### config.mk
export PLATFORM = sky130hd
export DESIGN_NAME = cbz_ctl0_top
export DESIGN_NICKNAME = d
export VERILOG_FILES = /design/src/inc/cbz_pkg.sv /design/src/logic/cbz_evt_irq.sv /design/src/logic/cbz_stamp_timer.sv /design/src/logic/cbz_ctl0_top.sv
export SDC_FILE = /design/constraint.sdc
export NUM_CORES = 1
export LEC_CHECK = 0
export ABC_AREA = 1
export ABC_CLOCK_PERIOD_IN_PS = 1750
export BUFFER_PORTS_ARGS = -buffer_cell sky130_fd_sc_hd__buf_2
export CAP_MARGIN = 20
export CORE_ASPECT_RATIO = 1.4
export CORE_UTILIZATION = 35
export CTS_CLUSTER_DIAMETER = 150
export DETAILED_ROUTE_END_ITERATION = 10
export GPL_TIMING_DRIVEN = 0
export PLACE_DENSITY = 0.66
export REMOVE_ABC_BUFFERS = 1
export SYNTH_ARGS = -nofsm -noshare
export SYNTH_HDL_FRONTEND = slang
export SYNTH_SLANG_ARGS = --single-unit
### constraint.sdc
create_clock -name hclk -period 1.75 [get_ports hclk]
set_input_delay 0.0875 -clock hclk [delete_from_list [all_inputs] [get_ports hclk]]
set_output_delay 0.0875 -clock hclk [all_outputs]
set_load 0.1 [all_outputs]
### src/inc/cbz_pkg.sv
// Constants shared by the bus control zero block and its helpers
package cbz_pkg;
    // Register byte addresses
    localparam logic [7:0] ADDR_CTL0   = 8'h00;  // bus_control_zero
    localparam logic [7:0] ADDR_MODE   = 8'h04;  // Mode status (init acknowledge)
    localparam logic [7:0] ADDR_ISTAT  = 8'h08;  // Sticky event status
    localparam logic [7:0] ADDR_ICLR   = 8'h0C;  // Event clear, write only
    localparam logic [7:0] ADDR_IEN    = 8'h10;  // Event enable
    localparam logic [7:0] ADDR_TIMER  = 8'h14;  // Live timer value
    localparam logic [7:0] ADDR_STAMP  = 8'h18;  // Last captured stamp

    // Field positions inside bus_control_zero
    localparam int BIT_RECEIVED_FRAME_FLAG = 7;  // received_frame_flag
    localparam int BIT_RECEIVER_ACTIVE_FLAG = 6;  // receiver_active_flag
    localparam int BIT_STOPW = 5;  // stop_in_wait
    localparam int BIT_BUS_SYNCHRONIZED_FLAG = 4;  // bus_synchronized_flag
    localparam int BIT_TIME  = 3;  // timer enable
    localparam int BIT_WAKE  = 2;  // wakeup_enable
    localparam int BIT_SLEEP = 1;  // sleep_request
    localparam int BIT_INIT  = 0;  // init_request
    localparam int BIT_INAK  = 0;  // init_acknowledge in mode register

    // Event bit positions
    localparam int EVT_N     = 3;
    localparam int EVT_RECEIVED_FRAME_FLAG = 0;  // Valid frame received
    localparam int EVT_STAMP = 1;  // Stamp written to a buffer
    localparam int EVT_SYNC  = 2;  // Synchronized flag changed

    // Reset values
    localparam logic [7:0]       CTL0_RST = 8'h00;
    localparam logic [EVT_N-1:0] EVT_RST  = 3'h0;
    localparam logic [15:0]      TMR_RST  = 16'h0000;

    // Stamp bytes in a message buffer
    localparam logic [3:0] STAMP_HI_BYTE = 4'hE;
    localparam logic [3:0] STAMP_LO_BYTE = 4'hF;

    // AHB encodings
    localparam logic [1:0] HTRANS_NONSEQ = 2'h2;
    localparam logic       HRESP_OKAY    = 1'h0;

    // Bus slave states, one-hot
    typedef enum logic [2:0] {
        ST_IDLE = 3'h1,
        ST_WR   = 3'h2,
        ST_RD   = 3'h4
    } cbz_bus_e;
endpackage

### src/logic/cbz_evt_irq.sv
// Sticky event status bits, set by event pulses and cleared by clear pulses
`timescale 1ns/1ps
module cbz_evt_irq (
    // Clock and reset
    input  wire logic                      hclk,
    input  wire logic                      hresetn,
    // Events and software control
    input  wire logic [cbz_pkg::EVT_N-1:0] evt_set,
    input  wire logic [cbz_pkg::EVT_N-1:0] evt_clr,
    // Status out
    output logic      [cbz_pkg::EVT_N-1:0] evt_status
);
    logic [cbz_pkg::EVT_N-1:0] status_ff;  // One sticky bit per event

    // Per bit: a set in the clear cycle wins, so no event is lost
    for (genvar i = 0; i < cbz_pkg::EVT_N; i++) begin : g_evt
        always_ff @(posedge hclk or negedge hresetn) begin
            if (!hresetn) begin
                status_ff[i] <= 1'b0;
            end else if (evt_set[i]) begin
                status_ff[i] <= 1'b1;
            end else if (evt_clr[i]) begin
                status_ff[i] <= 1'b0;
            end
        end
    end

    assign evt_status = status_ff;
endmodule

### src/logic/cbz_stamp_timer.sv
// Free running bit-rate timer and stamp writer into message buffers
`timescale 1ns/1ps
module cbz_stamp_timer (
    // Clock and reset
    input  wire logic        hclk,
    input  wire logic        hresetn,
    // Control
    input  wire logic        tmr_enable,
    input  wire logic        bit_tick,
    input  wire logic        capture,
    // Timer state
    output logic      [15:0] tmr_count,
    output logic      [15:0] stamp_last,
    // Buffer byte write port
    output logic             stamp_we,
    output logic      [3:0]  stamp_addr,
    output logic      [7:0]  stamp_byte
);
    logic [15:0] count_ff;  // Counter, zero while disabled
    logic [15:0] stamp_ff;  // Copy for low byte
    logic        lo_pend_ff; // Low byte still to be written
    logic        we_ff;
    logic [3:0]  addr_ff;
    logic [7:0]  byte_ff;

    // Counter: zero when off, +1 per bit
    always_ff @(posedge hclk or negedge hresetn) begin
        if (!hresetn) begin
            count_ff <= cbz_pkg::TMR_RST;
        end else if (!tmr_enable) begin
            count_ff <= cbz_pkg::TMR_RST;
        end else if (bit_tick) begin
            count_ff <= count_ff + 16'h0001;
        end
    end

    // Stamp: high byte, then low byte
    always_ff @(posedge hclk or negedge hresetn) begin
        if (!hresetn) begin
            stamp_ff   <= cbz_pkg::TMR_RST;
            lo_pend_ff <= 1'b0;
            we_ff      <= 1'b0;
            addr_ff    <= 4'h0;
            byte_ff    <= 8'h00;
        end else if (capture && tmr_enable) begin
            stamp_ff   <= count_ff;
            lo_pend_ff <= 1'b1;
            we_ff      <= 1'b1;
            addr_ff    <= cbz_pkg::STAMP_HI_BYTE;
            byte_ff    <= count_ff[15:8];
        end else if (lo_pend_ff) begin
            lo_pend_ff <= 1'b0;
            we_ff      <= 1'b1;
            addr_ff    <= cbz_pkg::STAMP_LO_BYTE;
            byte_ff    <= stamp_ff[7:0];
        end else begin
            we_ff      <= 1'b0;
        end
    end

    assign tmr_count  = count_ff;
    assign stamp_last = stamp_ff;
    assign stamp_we   = we_ff;
    assign stamp_addr = addr_ff;
    assign stamp_byte = byte_ff;
endmodule

### src/logic/cbz_ctl0_top.sv
// Bus control zero register, timestamp timer and AHB-Lite slave
//
// How it works
// - Register reads are registered on hclk
// - Writes outside init; status bits read-only
// - Init mode holds stop_in_wait, timer enable and flags at reset value
// - Leaving init makes register writable at once
// - Valid received frame sets received_frame_flag
// - Flag clears by writing one; zero ignored
// - Loopback leaves both receive flags meaningless
// - receiver_active_flag follows receiver front end
// - stop_in_wait gates bus clock in wait
// - bus_synchronized_flag mirrors core synchronization
// - Timer enable starts 16-bit bit-rate counter
// - Stamp written to buffer bytes at end
// - Disabled timer is cleared to zero
// - Timer enable forced low in init
// - Init acknowledge set on entering init
// - Init request not clearable before acknowledge
`timescale 1ns/1ps
module cbz_ctl0_top (
    // Clock and reset
    input  wire logic        hclk,
    input  wire logic        hresetn,
    // AHB-Lite slave
    input  wire logic        hsel,
    input  wire logic [7:0]  haddr,
    input  wire logic [1:0]  htrans,
    input  wire logic        hwrite,
    input  wire logic [2:0]  hsize,
    input  wire logic [31:0] hwdata,
    input  wire logic        hready,
    output logic      [31:0] hrdata,
    output logic             hreadyout,
    output logic             hresp,
    // Protocol core status, same clock
    input  wire logic        rx_frame_ok,
    input  wire logic        rx_busy,
    input  wire logic        bus_synced,
    input  wire logic        bit_tick,
    input  wire logic        frame_eof_ok,
    // System low power state
    input  wire logic        wait_mode,
    // Mode control towards the core
    output logic             init_mode,
    output logic             sleep_req,
    output logic             wake_en,
    output logic             bus_clk_stop,
    // Stamp write into the active buffer
    output logic             stamp_we,
    output logic      [3:0]  stamp_addr,
    output logic      [7:0]  stamp_byte,
    // Interrupt
    output logic             irq
);
    // Bus slave state
    cbz_pkg::cbz_bus_e state_ff; // Current phase
    cbz_pkg::cbz_bus_e nxt_state; // Next phase
    logic [7:0]  addr_ff; // Latched address
    logic [31:0] rdata_ff; // Read data
    logic        ready_ff; // hreadyout
    logic        resp_ff; // Always OKAY

    // Control register fields
    logic        received_frame_flag_ff; // Sticky received frame
    logic        stopw_ff; // Stop in wait
    logic        time_ff; // Timer enable
    logic        wake_ff; // Wakeup enable
    logic        sleep_ff; // Sleep request
    logic        init_request_ff; // Init request
    logic        init_acknowledge_ff; // Init acknowledge

    // Status samples and outputs
    logic        receiver_active_flag_ff; // Receiver active
    logic        bus_synchronized_flag_ff; // Synchronized
    logic        init_mode_ff; // Init mode out
    logic        clk_stop_ff; // Clock gate request
    logic        irq_ff; // Interrupt

    // Interrupt registers and event wiring
    logic [cbz_pkg::EVT_N-1:0] ien_ff; // Event enable
    logic [cbz_pkg::EVT_N-1:0] evt_set; // Event pulses
    logic [cbz_pkg::EVT_N-1:0] evt_clr; // Clear pulses
    logic [cbz_pkg::EVT_N-1:0] evt_stat; // Sticky status

    // Timer wiring
    logic [15:0] tmr_count; // Live count
    logic [15:0] stamp_last; // Last stamp
    logic        stamp_we_w; // Stamp byte strobe

    // Decode
    logic        addr_phase; // Address phase accepted
    logic        wr_ctl0; // Control register write
    logic        in_init; // Init mode reached
    logic [7:0]  ctl0_view; // Control register as read
    logic [31:0] nxt_rdata; // Read mux

    // Accepted address phase
    assign addr_phase = hsel && hready && (htrans == cbz_pkg::HTRANS_NONSEQ);

    // Init mode: request and acknowledge high
    assign in_init = init_request_ff && init_acknowledge_ff;

    // Control register data phase
    assign wr_ctl0 = (state_ff == cbz_pkg::ST_WR) && (addr_ff == cbz_pkg::ADDR_CTL0);

    // Bus phase sequencing: writes take no wait, reads take one
    always_comb begin
        nxt_state = cbz_pkg::ST_IDLE;
        case (state_ff)
            cbz_pkg::ST_RD: begin
                nxt_state = cbz_pkg::ST_IDLE;  // Wait cycle; data phase ends next cycle
            end
            cbz_pkg::ST_IDLE,
            cbz_pkg::ST_WR: begin
                if (addr_phase && hwrite) begin
                    nxt_state = cbz_pkg::ST_WR;
                end else if (addr_phase) begin
                    nxt_state = cbz_pkg::ST_RD;
                end else begin
                    nxt_state = cbz_pkg::ST_IDLE;
                end
            end
            default: begin
                nxt_state = cbz_pkg::ST_IDLE;
            end
        endcase
    end

    // Phase register and latched address
    always_ff @(posedge hclk or negedge hresetn) begin
        if (!hresetn) begin
            state_ff <= cbz_pkg::ST_IDLE;
            addr_ff  <= 8'h00;
        end else begin
            state_ff <= nxt_state;
            if (addr_phase) begin
                addr_ff <= {haddr[7:2], 2'b00};  // Word aligned
            end
        end
    end

    // One wait state per read,
    // so a write just before it lands first
    always_ff @(posedge hclk or negedge hresetn) begin
        if (!hresetn) begin
            ready_ff <= 1'b1;
            resp_ff  <= cbz_pkg::HRESP_OKAY;
        end else begin
            ready_ff <= !(addr_phase && !hwrite);
            resp_ff  <= cbz_pkg::HRESP_OKAY;
        end
    end

    // Control register as software sees it
    always_comb begin
        ctl0_view = cbz_pkg::CTL0_RST;
        ctl0_view[cbz_pkg::BIT_RECEIVED_FRAME_FLAG] = received_frame_flag_ff;
        ctl0_view[cbz_pkg::BIT_RECEIVER_ACTIVE_FLAG] = receiver_active_flag_ff;
        ctl0_view[cbz_pkg::BIT_STOPW] = stopw_ff;
        ctl0_view[cbz_pkg::BIT_BUS_SYNCHRONIZED_FLAG] = bus_synchronized_flag_ff;
        ctl0_view[cbz_pkg::BIT_TIME]  = time_ff;
        ctl0_view[cbz_pkg::BIT_WAKE]  = wake_ff;
        ctl0_view[cbz_pkg::BIT_SLEEP] = sleep_ff;
        ctl0_view[cbz_pkg::BIT_INIT]  = init_request_ff;
    end

    // Read mux; unmapped and write-only addresses read zero
    always_comb begin
        nxt_rdata = 32'h0000_0000;
        case (addr_ff)
            cbz_pkg::ADDR_CTL0: begin
                nxt_rdata[7:0] = ctl0_view;
            end
            cbz_pkg::ADDR_MODE: begin
                nxt_rdata[cbz_pkg::BIT_INAK] = init_acknowledge_ff;
            end
            cbz_pkg::ADDR_ISTAT: begin
                nxt_rdata[cbz_pkg::EVT_N-1:0] = evt_stat;
            end
            cbz_pkg::ADDR_IEN: begin
                nxt_rdata[cbz_pkg::EVT_N-1:0] = ien_ff;
            end
            cbz_pkg::ADDR_TIMER: begin
                nxt_rdata[15:0] = tmr_count;
            end
            cbz_pkg::ADDR_STAMP: begin
                nxt_rdata[15:0] = stamp_last;
            end
            default: begin
                nxt_rdata = 32'h0000_0000;
            end
        endcase
    end

    // Read data taken in the wait cycle
    always_ff @(posedge hclk or negedge hresetn) begin
        if (!hresetn) begin
            rdata_ff <= 32'h0000_0000;
        end else if (state_ff == cbz_pkg::ST_RD) begin
            rdata_ff <= nxt_rdata;
        end
    end

    // Init request: set any time, clear once acknowledged
    always_ff @(posedge hclk or negedge hresetn) begin
        if (!hresetn) begin
            init_request_ff <= 1'b0;
        end else if (wr_ctl0) begin
            if (hwdata[cbz_pkg::BIT_INIT]) begin
                init_request_ff <= 1'b1;
            end else if (init_acknowledge_ff) begin
                init_request_ff <= 1'b0;
            end
        end
    end

    // Acknowledge follows the request one cycle later
    always_ff @(posedge hclk or negedge hresetn) begin
        if (!hresetn) begin
            init_acknowledge_ff <= 1'b0;
        end else begin
            init_acknowledge_ff <= init_request_ff;
        end
    end

    // Wakeup and sleep: written out of init only
    always_ff @(posedge hclk or negedge hresetn) begin
        if (!hresetn) begin
            wake_ff  <= 1'b0;
            sleep_ff <= 1'b0;
        end else if (wr_ctl0 && !in_init) begin
            wake_ff  <= hwdata[cbz_pkg::BIT_WAKE];
            sleep_ff <= hwdata[cbz_pkg::BIT_SLEEP];
        end
    end

    // Stop in wait and timer enable; reset value in init
    always_ff @(posedge hclk or negedge hresetn) begin
        if (!hresetn) begin
            stopw_ff <= 1'b0;
            time_ff  <= 1'b0;
        end else if (in_init) begin
            stopw_ff <= 1'b0;
            time_ff  <= 1'b0;
        end else if (wr_ctl0) begin
            stopw_ff <= hwdata[cbz_pkg::BIT_STOPW];
            time_ff  <= hwdata[cbz_pkg::BIT_TIME];
        end
    end

    // Received frame flag: core sets, write one clears, set wins
    always_ff @(posedge hclk or negedge hresetn) begin
        if (!hresetn) begin
            received_frame_flag_ff <= 1'b0;
        end else if (in_init) begin
            received_frame_flag_ff <= 1'b0;
        end else if (rx_frame_ok) begin
            received_frame_flag_ff <= 1'b1;
        end else if (wr_ctl0 && hwdata[cbz_pkg::BIT_RECEIVED_FRAME_FLAG]) begin
            received_frame_flag_ff <= 1'b0;
        end
    end

    // Read-only status copies; loopback meaning is not guaranteed
    always_ff @(posedge hclk or negedge hresetn) begin
        if (!hresetn) begin
            receiver_active_flag_ff <= 1'b0;
            bus_synchronized_flag_ff <= 1'b0;
        end else begin
            receiver_active_flag_ff <= rx_busy && !in_init;
            bus_synchronized_flag_ff <= bus_synced && !in_init;
        end
    end

    // Clock stop request to the gate
    always_ff @(posedge hclk or negedge hresetn) begin
        if (!hresetn) begin
            clk_stop_ff <= 1'b0;
        end else begin
            clk_stop_ff <= wait_mode && stopw_ff;
        end
    end

    // Mode output to the core
    always_ff @(posedge hclk or negedge hresetn) begin
        if (!hresetn) begin
            init_mode_ff <= 1'b0;
        end else begin
            init_mode_ff <= in_init;
        end
    end

    // Interrupt enable register
    always_ff @(posedge hclk or negedge hresetn) begin
        if (!hresetn) begin
            ien_ff <= cbz_pkg::EVT_RST;
        end else if ((state_ff == cbz_pkg::ST_WR) && (addr_ff == cbz_pkg::ADDR_IEN)) begin
            ien_ff <= hwdata[cbz_pkg::EVT_N-1:0];
        end
    end

    // Events: frame, stamp high byte, sync change
    always_comb begin
        evt_set = cbz_pkg::EVT_RST;
        evt_set[cbz_pkg::EVT_RECEIVED_FRAME_FLAG] = rx_frame_ok && !in_init;
        evt_set[cbz_pkg::EVT_STAMP] = stamp_we_w && (stamp_addr == cbz_pkg::STAMP_HI_BYTE);
        evt_set[cbz_pkg::EVT_SYNC]  = bus_synchronized_flag_ff != (bus_synced && !in_init);
    end

    // Clear pulses from writes of ones to the clear register
    assign evt_clr = ((state_ff == cbz_pkg::ST_WR) && (addr_ff == cbz_pkg::ADDR_ICLR))
                     ? hwdata[cbz_pkg::EVT_N-1:0] : cbz_pkg::EVT_RST;

    // Level interrupt, registered for a clean output
    always_ff @(posedge hclk or negedge hresetn) begin
        if (!hresetn) begin
            irq_ff <= 1'b0;
        end else begin
            irq_ff <= |(evt_stat & ien_ff);
        end
    end

    // Sticky event status
    cbz_evt_irq u_evt (
        .hclk       (hclk),
        .hresetn    (hresetn),
        .evt_set    (evt_set),
        .evt_clr    (evt_clr),
        .evt_status (evt_stat)
    );

    // Timer and stamp writer, tx and rx frames alike
    cbz_stamp_timer u_tmr (
        .hclk       (hclk),
        .hresetn    (hresetn),
        .tmr_enable (time_ff),
        .bit_tick   (bit_tick),
        .capture    (frame_eof_ok),
        .tmr_count  (tmr_count),
        .stamp_last (stamp_last),
        .stamp_we   (stamp_we_w),
        .stamp_addr (stamp_addr),
        .stamp_byte (stamp_byte)
    );

    // Output connections, all from flip-flops
    assign hrdata       = rdata_ff;
    assign hreadyout    = ready_ff;
    assign hresp        = resp_ff;
    assign init_mode    = init_mode_ff;
    assign sleep_req    = sleep_ff;
    assign wake_en      = wake_ff;
    assign bus_clk_stop = clk_stop_ff;
    assign stamp_we     = stamp_we_w;
    assign irq          = irq_ff;
endmodule

==> results.sh <==
export IMPL_place_hpwl_mm=6.61
export IMPL_layout_setup_ws_ps=119
export IMPL_timing_final_crit_share=0.932
export IMPL_grt_usage=0.165
export IMPL_ant_nets=0
export IMPL_avgSynthCellArea_um2=8.37
export IMPL_wl_mm=9.34
export IMPL_dieArea_mm2=0.0120
export IMPL_path_clk_slew_ps=60
export IMPL_path_max_fanout=23
export IMPL_cts_buffers_inserted=9
export IMPL_grt_setup_unrepaired="false"
export IMPL_synth_warnings=0
export IMPL_drt_wirelength_per_cell_um=13.2
export IMPL_routed_wl_met2_mm=4.98
export IMPL_vias=3355
export IMPL_cp_end_kind="flop"
export IMPL_path_class="flop to flop"
export IMPL_r2r_cells=5
export IMPL_maxCapViolCount=0
export IMPL_peakVddDrop_v=0.000490
export IMPL_fin_skew_ps=7.67
export IMPL_tns_ps=0
export IMPL_period_minus_slack_ps=1630
export IMPL_grt_max_degree=73
export IMPL_fmax_mhz=613
export IMPL_area_growth_pct=20.8
export IMPL_reg2reg_to="u_tmr.stamp_addr[2]"
export IMPL_ys_seq_area_frac=0.543
export IMPL_initial_utilization=0.358
export IMPL_core_area_mm2=0.0113
export IMPL_synthFlopType="dfrtp_1"
export IMPL_final_cells=708
export IMPL_wl_met3_um=385
export IMPL_synth_cell_types=28
export IMPL_min_to="wake_en"
export IMPL_cp_required_ps=1970
export IMPL_hold_viol_final=0
export IMPL_top_layer="met4"
export IMPL_m1WireLength_mm=3.89
export IMPL_antenna_found_initial=0
export IMPL_viasPerCell=4.74
export IMPL_status="finished clean"
export IMPL_cts_max_path_buffers=2
export IMPL_power_density_mw_per_mm2=963
export IMPL_ios=108
export IMPL_synth_edf_count=0
export IMPL_worstPathArrival_ps=1850
export IMPL_die_w_um=93
export IMPL_die_h_um=129
export IMPL_synthArstFlopShare=1.00
export IMPL_pre_cts_slack_ps=-779
export IMPL_grt_pass1_wl_mm=15.3
export IMPL_tritoncts="yes"
export IMPL_final_max_slew_viol_count=0
export IMPL_worst_setup_path_start_kind="flop"
export IMPL_total_power_mw=4.72
export IMPL_port_buffer_count=59
export IMPL_rows=46
export IMPL_worst_skew_pair_late_latency_ps=340
export IMPL_holdCritPathClass="input pin to flop"
export IMPL_dp_cells=676
export IMPL_final_common_cell="nand2_1"
export IMPL_final_cell_mix="nand2_1 (153), dfrtp_1 (85), buf_2 (58), nor2_1 (43), inv_1 (35)"
export IMPL_dr_pass1_iters=4
export IMPL_reg2reg_from="time_ff"
export IMPL_hold_depth=3
export IMPL_hold_path_startpoint="hwdata[2]"
export IMPL_antennaDiodeCount=0
export IMPL_grt_ovfl_total=0
export IMPL_grt_pass1_vias=3209
export IMPL_clockRootBuffer="clkbuf_16"
export IMPL_drc=0
export IMPL_fin_nets=616
export IMPL_final_core_util=0.432
export IMPL_synth_area_mm2=0.00406
export IMPL_leakage_nw=2.45
export IMPL_syn_inst=485
export IMPL_reg2reg_slack_ps=120
export IMPL_synth_seq_cells=88
export IMPL_drt_iter0_markers=226
export IMPL_clkSinkCount=88
export IMPL_setup_viol=0
export IMPL_drive_above_1_share=0.177
export IMPL_globalplace_congestion=0.862
export IMPL_htree_num_levels=3
## area by class of cell
cell class / instances / area (µm²)
sequential: 88 / 2210
multi-input combinational: 341 / 1580
clock inverter: 3 / 42.5
tap: 144 / 180
timing repair buffer: 76 / 483
clock buffer: 13 / 240
fill: 1109 / 6440
inverter: 43 / 169
## cells by family (layout without fill, tap and decap cells)
| group | Yosys count | count (layout) | synth area share |
|---|---|---|---|
| XOR/XNOR | 1 | 1 | 0.00216 |
| AO/OA/AOI/OAI | 69 | 69 | 0.0925 |
| other | 1 | 17 | 0.000924 |
| buffers and inverters | 72 | 135 | 0.0913 |
| AND/OR/NAND/NOR | 253 | 253 | 0.267 |
| adder cells (fa/ha/maj) | 1 | 1 | 0.00308 |
| flip-flops | 88 | 88 | 0.543 |
## cells in the mapped netlist, types with 5 or more instances
cell type  number  area [µm²]
nand2_1       154         578
dfrtp_1        86        2150
nor2_1         45         169
inv_1          36         135
nand3_1        30         150
o21ai_0        30         150
a21oi_1        28         140
buf_4          19         143
nand4_1         9        56.3
o211ai_1        8        60.1
nor2_4          5        56.3
## critical path: stages, from the launching register on
cell and delay, ps:
dfrtp_4 600, nand2_8 190, clkinvlp_4 160, nor2_4 250, inv_1 90, or2_1 210
## stage by stage
| step | hold WS, ps | area (µm²) |
|---|---|---|
| floorplan | -208 | 3910 |
| global placement | 257 | 4390 |
| detailed placement | -21.4 | 4420 |
| CTS | 33.6 | 4870 |
| global route | 46.1 | 4900 |
| finish | 35.9 | 4900 |
## flip-flops by register name, summed over array words and instances, names as in the netlist, 2 cells and up
signal / flops
u_tmr.stamp_addr: 2
u_tmr.tmr_count: 16
u_tmr.stamp_byte: 8
state_ff: 3
ien_ff: 3
hrdata: 16
u_evt.evt_status: 3
addr_ff: 6
u_tmr.stamp_last: 16
## layer usage
layer,global-route usage,vias up
met1,0.199,1605
met5,0,-
met3,0.0329,6
met4,0.0733,0
met2,0.285,78
li1,-,1666
## how the worst max path moves through the flow
| stage | from | slack (ps) | endpoint |
|---|---|---|---|
| 6_report | time_ff | 120 | u_tmr.stamp_addr[2] |
| 3_5_place_dp | time_ff | -780 | u_tmr.stamp_addr[2] |
| 5_1_grt | addr_ff[4] | 9 | hrdata[3] |
| 2_1_floorplan | u_tmr.stamp_addr[2] | -710 | u_evt.evt_status[1] |
| 3_3_place_gp | time_ff | -820 | u_tmr.stamp_addr[2] |
| 4_1_cts | state_ff[0] | 10 | hrdata[0] |
## power breakdown
group | internal [mW] | switching (mW)
Sequential | 2.10 | 0.0512
Clock | 1.11 | 0.730
Combinational | 0.135 | 0.594
Total | 3.34 | 1.38
## timing repair
action	4_1_cts	5_1_grt
gates cloned	0	0
setup endpoints to repair	48	17
gates resized for setup	6	6
setup buffers	1	0
endpoints found under the hold margin	101	0
hold buffers	15	0
No activity file was read; power rests on OpenSTA's default activity.
